<file path="src/hw/ncm_consts.vh">
// constants shared by the oscillator mixer datapath
`ifndef NCM_CONSTS_VH
`define NCM_CONSTS_VH

// sample and oscillator word widths
`define NCM_SAMPLE_W    16
`define NCM_FREQ_W      32
`define NCM_OFFSET_W    16
`define NCM_SEL_W       4

// oscillator accumulator reset value
`define NCM_ACC_RESET   32'h0000_0000
// low zero bits padding the offset up to accumulator width
`define NCM_OFFSET_PAD  16'h0000

// sine table phase resolution (bits of phase used for lookup)
`define NCM_LUT_BITS    6
// index of the quarter-wave entry for ninety degrees
`define NCM_QUARTER     5'h10
// cosine leads sine by a quarter turn in lookup phase
`define NCM_COS_SHIFT   6'h10
// coarse fs/8 step as a shift: eight lookup units, one eighth turn
`define NCM_FS8_STEP    3'h3

// fractional bits of the table amplitude
`define NCM_FRAC        15
`define NCM_FRAC_HALF   16

// coarse mixer select bit positions
`define NCM_CMIX_FS8    3
`define NCM_CMIX_FS4    2
`define NCM_CMIX_FS2    1
`define NCM_CMIX_NFS4   0

// signed sample range limits
`define NCM_SAT_MAX     16'h7FFF
`define NCM_SAT_MIN     16'h8000

`endif

</file>
<file path="src/hw/ncm_fifo.v">
// small sample fifo with valid/ready on both sides
`timescale 1ns/1ps
module ncm_fifo #(
  parameter WIDTH  = 32,
  parameter DEPTH  = 4,
  parameter ADDR_W = 2
) (
  input  wire             clk_sys,
  input  wire             rst_n,
  input  wire             inValid,
  output wire             inReady,
  input  wire [WIDTH-1:0] inData,
  output wire             outValid,
  input  wire             outReady,
  output wire [WIDTH-1:0] outData
);
  localparam [ADDR_W:0] FULL_CNT = DEPTH;

  reg [WIDTH-1:0]  mem [0:DEPTH-1];  // entry storage
  reg [ADDR_W-1:0] wrPtr_q;          // write pointer
  reg [ADDR_W-1:0] rdPtr_q;          // read pointer
  reg [ADDR_W:0]   count_q;          // words held
  reg [ADDR_W:0]   count_d;
  reg              ready_q;          // registered not-full

  wire push = inValid & ready_q;
  wire pop  = outValid & outReady;

  assign inReady  = ready_q;
  assign outValid = (count_q != {(ADDR_W+1){1'b0}});
  assign outData  = mem[rdPtr_q];

  // occupancy next value
  always @* begin
    count_d = count_q;
    if (push & ~pop)
      count_d = count_q + 1'b1;
    else if (pop & ~push)
      count_d = count_q - 1'b1;
  end

  // storage write, no reset needed on data
  always @(posedge clk_sys) begin
    if (push)
      mem[wrPtr_q] <= inData;
  end

  // pointers, count and ready flag
  always @(posedge clk_sys) begin
    if (!rst_n) begin
      wrPtr_q <= {ADDR_W{1'b0}};
      rdPtr_q <= {ADDR_W{1'b0}};
      count_q <= {(ADDR_W+1){1'b0}};
      ready_q <= 1'b0;
    end else begin
      if (push)
        wrPtr_q <= (wrPtr_q == DEPTH - 1) ? {ADDR_W{1'b0}} : wrPtr_q + 1'b1;
      if (pop)
        rdPtr_q <= (rdPtr_q == DEPTH - 1) ? {ADDR_W{1'b0}} : rdPtr_q + 1'b1;
      count_q <= count_d;
      ready_q <= (count_d != FULL_CNT);
    end
  end
endmodule

</file>
<file path="src/hw/ncm_mixer.v">
// complex mixer: oscillator, complex multiplier and coarse mixer
`timescale 1ns/1ps
`include "ncm_consts.vh"
module ncm_mixer #(
  parameter FIFO_DEPTH  = 4,
  parameter FIFO_ADDR_W = 2
) (
  input  wire        clk_sys,
  input  wire        rst_n,
  input  wire        inValid,
  output wire        inReady,
  input  wire [15:0] inI,
  input  wire [15:0] inQ,
  output wire        outValid,
  input  wire        outReady,
  output wire [15:0] outI,
  output wire [15:0] outQ,
  input  wire        fullMixEnable,
  input  wire [31:0] freqWord,
  input  wire [15:0] phaseOffset,
  input  wire        mixerGain,
  input  wire [3:0]  coarseSel,
  input  wire [3:0]  oscSyncSourceSel,
  input  wire [3:0]  syncSources
);

  ////////////////////////////////////////////////////////////////////////////
  // declarations

  reg  [`NCM_FREQ_W-1:0]    acc_q;        // oscillator phase accumulator
  reg  [2:0]                smpCnt_q;     // coarse sequence sample index
  reg                       outValid_q;   // output sample held
  reg  [`NCM_SAMPLE_W-1:0]  outI_q;       // output real part
  reg  [`NCM_SAMPLE_W-1:0]  outQ_q;       // output imaginary part

  wire                      fifoValid;    // head sample present
  wire [2*`NCM_SAMPLE_W-1:0] fifoData;    // head sample {I,Q}
  wire                      fire;         // head sample consumed
  wire                      syncEvent;    // selected sync source fired

  wire [`NCM_FREQ_W-1:0]    theta;        // accumulator plus offset
  reg  [`NCM_LUT_BITS-1:0]  lutPhase;     // phase into lookup
  wire signed [15:0]        sinT;         // sine term
  wire signed [15:0]        cosT;         // cosine term

  wire signed [15:0]        smpI;         // head real part
  wire signed [15:0]        smpQ;         // head imaginary part
  wire signed [31:0]        pIc;          // I times cos
  wire signed [31:0]        pQs;          // Q times sin
  wire signed [31:0]        pIs;          // I times sin
  wire signed [31:0]        pQc;          // Q times cos
  wire signed [32:0]        sumRe;        // unscaled real result
  wire signed [32:0]        sumIm;        // unscaled imaginary result
  wire signed [32:0]        scRe;         // gain-scaled real result
  wire signed [32:0]        scIm;         // gain-scaled imaginary result

  wire                      useMult;      // multiplier in the path
  reg  [15:0]               multI;        // multiplier stage real out
  reg  [15:0]               multQ;        // multiplier stage imag out
  reg  [1:0]                quarterTurns; // coarse rotation amount
  reg  [15:0]               mixI;         // coarse stage real out
  reg  [15:0]               mixQ;         // coarse stage imag out

  ////////////////////////////////////////////////////////////////////////////
  // helper functions

  // both helpers clip rather than wrap, so a
  // full-scale rotation never flips sign
  // clamp a wide signed value into sample range
  function [15:0] sat16;
    input signed [32:0] v;
    begin
      if (v > $signed({{17{1'b0}}, `NCM_SAT_MAX}))
        sat16 = `NCM_SAT_MAX;
      else if (v < $signed({{17{1'b1}}, `NCM_SAT_MIN}))
        sat16 = `NCM_SAT_MIN;
      else
        sat16 = v[15:0];
    end
  endfunction

  // negate with the most negative code clamped
  function [15:0] neg16;
    input [15:0] x;
    begin
      if (x == `NCM_SAT_MIN)
        neg16 = `NCM_SAT_MAX;
      else
        neg16 = 16'h0000 - x;
    end
  endfunction

  ////////////////////////////////////////////////////////////////////////////
  // input buffering

  // the fifo absorbs bursts from the upstream
  // stages; its ready is registered, so the
  // source sees no combinational path to the
  // output stall
  // fifo takes paired samples from the interpolation stages
  ncm_fifo #(
    .WIDTH  (2*`NCM_SAMPLE_W),
    .DEPTH  (FIFO_DEPTH),
    .ADDR_W (FIFO_ADDR_W)
  ) u_fifo (
    .clk_sys  (clk_sys),
    .rst_n    (rst_n),
    .inValid  (inValid),
    .inReady  (inReady),
    .inData   ({inI, inQ}),
    .outValid (fifoValid),
    .outReady (fire),
    .outData  (fifoData)
  );

  // head advances when the output slot is free or draining
  assign fire = fifoValid & (~outValid_q | outReady);

  // first channel is the real part, second the imaginary
  assign smpI = fifoData[2*`NCM_SAMPLE_W-1:`NCM_SAMPLE_W];
  assign smpQ = fifoData[`NCM_SAMPLE_W-1:0];

  ////////////////////////////////////////////////////////////////////////////
  // oscillator

  // sync outranks the step: a cleared phase is
  // seen by the next sample, and a sync held for
  // several clocks pins the phase at zero
  // any selected source that fires counts as a sync event
  assign syncEvent = |(syncSources & oscSyncSourceSel);

  // accumulate every clock, wrap modulo 2^32, clear on sync
  always @(posedge clk_sys) begin
    if (!rst_n) begin
      acc_q <= `NCM_ACC_RESET;
    end else if (syncEvent) begin
      acc_q <= `NCM_ACC_RESET;
    end else begin
      acc_q <= acc_q + freqWord;
    end
  end

  // offset word sits at the top, so it spans one full turn
  assign theta = acc_q + {phaseOffset, `NCM_OFFSET_PAD};

  ////////////////////////////////////////////////////////////////////////////
  // coarse sample sequence

  // the index moves per sample, not per clock,
  // so stalls do not skip coarse sequence steps
  // sample index counts consumed samples, restarts on sync
  always @(posedge clk_sys) begin
    if (!rst_n) begin
      smpCnt_q <= 3'h0;
    end else if (syncEvent) begin
      smpCnt_q <= 3'h0;
    end else if (fire) begin
      smpCnt_q <= smpCnt_q + 3'h1;
    end
  end

  ////////////////////////////////////////////////////////////////////////////
  // sine/cosine terms

  // only the top lookup bits are used: finer
  // phase steps are traded for a small table
  // fs/8 moves eight lookup steps per sample
  // full mixer uses oscillator phase, fs/8 uses fixed steps
  always @* begin
    if (fullMixEnable)
      lutPhase = theta[`NCM_FREQ_W-1:`NCM_FREQ_W-`NCM_LUT_BITS];
    else
      lutPhase = {3'h0, smpCnt_q} << `NCM_FS8_STEP;
  end

  ncm_sincos u_sincos (
    .phase  (lutPhase),
    .sinOut (sinT),
    .cosOut (cosT)
  );

  ////////////////////////////////////////////////////////////////////////////
  // complex multiplier

  // products keep full width; the sum gets one
  // guard bit so the worst-case rotation of two
  // full-scale terms cannot overflow before
  // the scaling shift and the clamp
  // four partial products of the rotation
  assign pIc = smpI * cosT;
  assign pQs = smpQ * sinT;
  assign pIs = smpI * sinT;
  assign pQc = smpQ * cosT;

  // real = I cos - Q sin, imag = I sin + Q cos
  assign sumRe = {pIc[31], pIc} - {pQs[31], pQs};
  assign sumIm = {pIs[31], pIs} + {pQc[31], pQc};

  // the shift floors, so negative results
  // round away from zero by at most one code
  // gain one keeps unit scale, gain zero halves it
  assign scRe = mixerGain ? (sumRe >>> `NCM_FRAC) : (sumRe >>> `NCM_FRAC_HALF);
  assign scIm = mixerGain ? (sumIm >>> `NCM_FRAC) : (sumIm >>> `NCM_FRAC_HALF);

  // multiplier used by full mixer or by the fs/8 stage
  assign useMult = fullMixEnable | coarseSel[`NCM_CMIX_FS8];

  // with the multiplier idle no scaling applies
  // bypass passes samples untouched when multiplier is idle
  always @* begin
    if (useMult) begin
      multI = sat16(scRe);
      multQ = sat16(scIm);
    end else begin
      multI = smpI;
      multQ = smpQ;
    end
  end

  ////////////////////////////////////////////////////////////////////////////
  // coarse negate/swap stages

  // swaps follow the multiplier, so they also
  // act on a rotated or fs/8 sample; combined
  // stages add their quarter turns modulo four
  // each enabled stage adds its quarter turns per sample
  always @* begin
    quarterTurns = 2'h0;
    if (coarseSel[`NCM_CMIX_FS4])
      quarterTurns = quarterTurns + smpCnt_q[1:0];
    if (coarseSel[`NCM_CMIX_FS2])
      quarterTurns = quarterTurns + {smpCnt_q[0], 1'b0};
    if (coarseSel[`NCM_CMIX_NFS4])
      quarterTurns = quarterTurns - smpCnt_q[1:0];
  end

  // rotation by quarter turns: no multiply, no gain
  always @* begin
    case (quarterTurns)
      2'h0: begin
        mixI = multI;
        mixQ = multQ;
      end
      2'h1: begin
        mixI = neg16(multQ);
        mixQ = multI;
      end
      2'h2: begin
        mixI = neg16(multI);
        mixQ = neg16(multQ);
      end
      2'h3: begin
        mixI = multQ;
        mixQ = neg16(multI);
      end
      default: begin
        mixI = multI;
        mixQ = multQ;
      end
    endcase
  end

  ////////////////////////////////////////////////////////////////////////////
  // output register

  // the slot reloads in the cycle it drains,
  // so a ready consumer sees one pair per clock
  // one output slot, held until the consumer takes it
  always @(posedge clk_sys) begin
    if (!rst_n) begin
      outValid_q <= 1'b0;
      outI_q     <= 16'h0000;
      outQ_q     <= 16'h0000;
    end else if (fire) begin
      outValid_q <= 1'b1;
      outI_q     <= mixI;
      outQ_q     <= mixQ;
    end else if (outReady) begin
      outValid_q <= 1'b0;
    end
  end

  assign outValid = outValid_q;
  assign outI     = outI_q;
  assign outQ     = outQ_q;

endmodule

</file>
<file path="src/hw/ncm_sincos.v">
// quarter-wave sine and cosine lookup, Q15 amplitude
`timescale 1ns/1ps
`include "ncm_consts.vh"
module ncm_sincos (
  input  wire        [`NCM_LUT_BITS-1:0] phase,
  output wire signed [`NCM_SAMPLE_W-1:0] sinOut,
  output wire signed [`NCM_SAMPLE_W-1:0] cosOut
);
  // quarter-wave table, index 0..16 spans zero to ninety degrees
  function [15:0] quarterTab;
    input [4:0] k;
    begin
      case (k)
        5'h00: quarterTab = 16'h0000;
        5'h01: quarterTab = 16'h0C8C;
        5'h02: quarterTab = 16'h18F9;
        5'h03: quarterTab = 16'h2528;
        5'h04: quarterTab = 16'h30FB;
        5'h05: quarterTab = 16'h3C56;
        5'h06: quarterTab = 16'h471C;
        5'h07: quarterTab = 16'h5133;
        5'h08: quarterTab = 16'h5A82;
        5'h09: quarterTab = 16'h62F1;
        5'h0A: quarterTab = 16'h6A6D;
        5'h0B: quarterTab = 16'h70E2;
        5'h0C: quarterTab = 16'h7641;
        5'h0D: quarterTab = 16'h7A7C;
        5'h0E: quarterTab = 16'h7D89;
        5'h0F: quarterTab = 16'h7F61;
        default: quarterTab = 16'h7FFF;
      endcase
    end
  endfunction

  // full-circle sine from quadrant and in-quadrant index
  function [15:0] fullSin;
    input [5:0] p;
    reg   [15:0] mag;
    begin
      mag = 16'h0000;
      if (p[4])
        mag = quarterTab(`NCM_QUARTER - {1'b0, p[3:0]});
      else
        mag = quarterTab({1'b0, p[3:0]});
      fullSin = p[5] ? (16'h0000 - mag) : mag;
    end
  endfunction

  wire [`NCM_LUT_BITS-1:0] cosPhase = phase + `NCM_COS_SHIFT;

  assign sinOut = fullSin(phase);
  assign cosOut = fullSin(cosPhase);
endmodule

</file>
<file path="config.mk">
export PLATFORM = sky130hd
export DESIGN_NAME = ncm_mixer
export DESIGN_NICKNAME = d
export VERILOG_FILES = /design/src/hw/ncm_fifo.v /design/src/hw/ncm_mixer.v /design/src/hw/ncm_sincos.v
export VERILOG_INCLUDE_DIRS = /design/src /design/src/hw
export SDC_FILE = /design/constraint.sdc
export NUM_CORES = 2
export LEC_CHECK = 0
export ABC_AREA = 1
export BUFFER_PORTS_ARGS = -buffer_cell sky130_fd_sc_hd__buf_2
export CORE_ASPECT_RATIO = 0.9
export CORE_MARGIN = 3
export CORE_UTILIZATION = 60
export DETAILED_ROUTE_END_ITERATION = 8
export HOLD_SLACK_MARGIN = 0.06
export PLACE_DENSITY = 0.86
export RECOVER_POWER = 50
export SLEW_MARGIN = 10
export SYNTH_ARGS = -nofsm -noshare
export SYNTH_HDL_FRONTEND = slang
export SYNTH_HIERARCHICAL = 1
export SYNTH_SLANG_ARGS = --single-unit
</file>
<file path="constraint.sdc">
create_clock -name clk_sys -period 17 [get_ports clk_sys]
set_clock_uncertainty 0.1 [all_clocks]
set_input_delay 2.55 -clock clk_sys [delete_from_list [all_inputs] [get_ports clk_sys]]
set_output_delay 2.55 -clock clk_sys [all_outputs]
set_load 0.01 [all_outputs]
</file>
==> metrics.log <==
INFO  metric grt_antenna_before_repair = 3
INFO  metric wl_per_cell = 20.3 um
INFO  metric die_width = approximately 330 um
INFO  metric cp_data_arrival_time = about 17 ns
INFO  metric end_kind = flip-flop
INFO  metric cts_tree = done
INFO  metric number_of_cts_inserted_buffers = 18
INFO  metric final.hold.worst_slack = roughly 0.37 ns
INFO  metric failed_checks = max-capacitance violations, max-slew violations
INFO  metric detail_route.iter0.violations = 4634
INFO  metric net_total_in_the_final_layout = 8990
INFO  metric num_rows = 106
INFO  metric cap_viol_max_count = 2
INFO  metric most_common_cell_after_layout_fill_and_taps_aside = sky130_fd_sc_hd__inv_1
INFO  metric max_stage_delay = roughly 0.73 ns
INFO  metric footprint_of_the_multi_input_gates = between 40000 and 50000 um2
INFO  metric post-route-drc-count = 0
INFO  metric clock_sinks = roughly 200
INFO  metric async_flop_share = 0%
INFO  metric achievable-frequency = between 60 and 70 MHz
INFO  metric sequential_element_share_of_the_synthesized_area = a little under a tenth
INFO  metric synth_edf_count = around 130
INFO  metric synthesis.nets = 9036
INFO  metric maximum_root_to_sink_buffer_count = 3
INFO  metric top_level_i_o_count = ~130
INFO  metric period_needed = 16.24 ns
INFO  metric layout_worst_path_cycle_share = a little over nine tenths
INFO  metric placeableCoreArea = 93500 um2
INFO  metric finalSetupViolations = 0
INFO  metric floorplan.die.height = between 200 and 300 um
INFO  metric netlist_area = 57000 um2
INFO  metric synthCells = around 7400
INFO  metric filler_cell_count = a little under 8000
INFO  metric worst-r2r-cell-count = 66
INFO  metric grt_max_degree = between 60 and 70
INFO  metric register_area = 5410 um2
INFO  metric timing.hold.worst_endpoint = outI[12]
INFO  metric synth_seq_cells = 206
INFO  metric critPathMostFrequentCell = sky130_fd_sc_hd__nand3_1
INFO  metric slew-limit-headroom = -56.1%
INFO  metric critical_path.reg2reg.startpoint = acc_q[17]
INFO  metric die_area = roughly 100000 um2
INFO  metric r2r_end = outI[6]
INFO  metric reg2reg_slack = approximately 2.6 ns
INFO  metric worstSetupStartpointType = input pin
INFO  metric post-cts-setup-buffers = 0
INFO  metric groute.usage.overall = between 30 and 40%
INFO  metric holdCritPathClass = flip-flop to flip-flop
INFO  metric grt_overflow_total = 0
INFO  metric run_status = complete, but fails checks
INFO  metric synth-warning-count = 6
INFO  metric timing.final.hold_violations = 0
INFO  metric clk_transition_reported_paths = around 0.080 ns
INFO  metric place_congestion = ~1
INFO  metric post_drt_via_cell_ratio = about 5.6
INFO  metric drive_above_1_share = ~5.2%
INFO  metric fin_setup_tns = 0 ns
INFO  metric cpMaxStageDelayCell = sky130_fd_sc_hd__inv_1
INFO  metric clk_root_buffer_cell = sky130_fd_sc_hd__clkbuf_16
INFO  metric yosys.cell_types.count = 57
INFO  metric routed-via-count = between 40000 and 50000
INFO  metric number_of_port_buffers = 131
INFO  metric hold_path.startpoint = outI[12]
INFO  metric ys.flop_type = sky130_fd_sc_hd__edfxtp_1
INFO  metric clock_insertion_delay_worst_skew = 0.51 ns
INFO  metric area_delta_synth_final = 4.77%
INFO  metric drt-total-wl = between 150 and 200 mm
INFO  metric worstSetupPathType = input pin to flip-flop
INFO  metric htree_levels = 1
INFO  metric avgSynthCellArea = slightly below 8 um2
INFO  metric largest_driver_fanout_on_the_critical_path = 15
INFO  metric cts.hold.buffers_added = 0
INFO  metric floorplan.initialDensity = approximately three fifths
INFO  metric grt_pass1_vias = 51501
INFO  metric wire_length_of_the_first_global_routing_pass = around 280 mm
INFO  metric setup_repair_after_global_routing_missed_its_margin = no
INFO  metric final_max_slew_violation_count = between 80 and 90
INFO  metric firstDrtPassIters = 6
INFO  metric hold-path-cell-count = 2
INFO  metric antenna_violating_nets_post_route = 0
INFO  metric actual_transition_at_the_worst_max_transition_pin = between 2 and 2.5 ns
INFO  metric cp_data_required_time = 17.35 ns
INFO  metric place.detailed.hpwl = ~140 mm
INFO  metric mostFrequentLayoutCells = 2118 x sky130_fd_sc_hd__inv_1, 1875 x sky130_fd_sc_hd__nand2_1, 1173 x sky130_fd_sc_hd__fa_1, 367 x sky130_fd_sc_hd__ha_1, 315 x sky130_fd_sc_hd__nor2_1
## registers in the layout, summed over array words and instances (netlist names), named ones only
| name | cells |
|---|---|
| u_fifo/mem | 128 |
| u_fifo/inReady | 1 |
| u_fifo/rdPtr_q | 2 |
| u_fifo/wrPtr_q | 2 |
| outI | 16 |
| outValid | 1 |
| smpCnt_q | 3 |
| u_fifo/count_q | 3 |
| acc_q | 32 |
| outQ | 16 |
## Yosys cell counts (all sizes together) (45+ instances only)
library cell,count,area [um2]
nand2,1917,7320
inv,2128,7990
edfxtp,128,3840
fa,1173,23500
o21ai,225,1150
a21oi,196,1000
buf,71,487
dfxtp,78,1560
nand4,45,282
nor2,337,1340
nand3,292,1520
clkbuf,223,837
ha,367,4590
## per-layer routing
metal  wire length (um)  global-route usage [%]  vias up
li1                   -                       -    21276
met1              65200                    48.3    23448
met4               9440                    16.5        0
met2              77900                    56.6     2926
met5                  0                       0        -
met3              21900                    9.58      613
## how the worst max path moves through the flow
stage                        start  endpoint  slack (ns)  cells past startpoint
floorplan           phaseOffset[1]  outQ[15]        2.77                     76
global placement    phaseOffset[1]  outI[11]        0.78                     67
detailed placement  phaseOffset[1]  outQ[13]        0.68                     74
CTS                 phaseOffset[1]   outI[6]        1.18                     74
global route        phaseOffset[1]   outQ[4]        0.02                     74
finish              phaseOffset[1]   outI[6]        0.76                     67
## through the flow
stage          util [%]  setup WS [ns]  area, um2  std cells
6_report           63.8          0.756      59700       8609
5_1_grt            63.8         0.0243      59700       8606
4_1_cts            63.9           1.18      59700       8606
3_5_place_dp       63.2          0.680      59100       8574
3_3_place_gp       63.2          0.783      59100       8574
2_1_floorplan         -           2.77      57000       7398
## logic make-up (layout without fill, tap and decap cells)
kind of cell / Yosys count / count (layout) / synth area share, %
XOR/XNOR: 36 / 36 / 0.554
other: 0 / 3 / 0
adder cells (fa/ha/maj): 1540 / 1540 / 49.3
flip-flops: 206 / 206 / 9.49
AO/OA/AOI/OAI: 525 / 525 / 5.13
AND/OR/NAND/NOR: 2662 / 2662 / 19.1
buffers and inverters: 2429 / 2395 / 16.4
## cell type report
type | instances | share of cell area, %
antenna | 3 | 0.0126
clock buffer | 23 | 0.839
clock inverter | 9 | 0.189
inverter | 2131 | 13.4
multi-input combinational | 4763 | 71.5
sequential | 206 | 9.06
tap | 1242 | 2.60
timing repair buffer | 232 | 2.38
## worst max-delay path: cells and delay by family
family	cells	cell delay (ns)
adders and majority gates	12	4.92
and+or+nand+nor	29	3.64
AOI/OAI and AO/OA	13	2.91
buffers and inverters	11	1.86
xor gates and xnor gates	2	0.63
## repair_timing
item                                   4_1_cts  5_1_grt
gates resized for setup                      0        3
setup endpoints to repair                    0       29
endpoints found under the hold margin        0        0
Power is left out: the tool's default activity adds up to more than one toggle a clock period on the data nets, which glitch-free logic cannot reach.
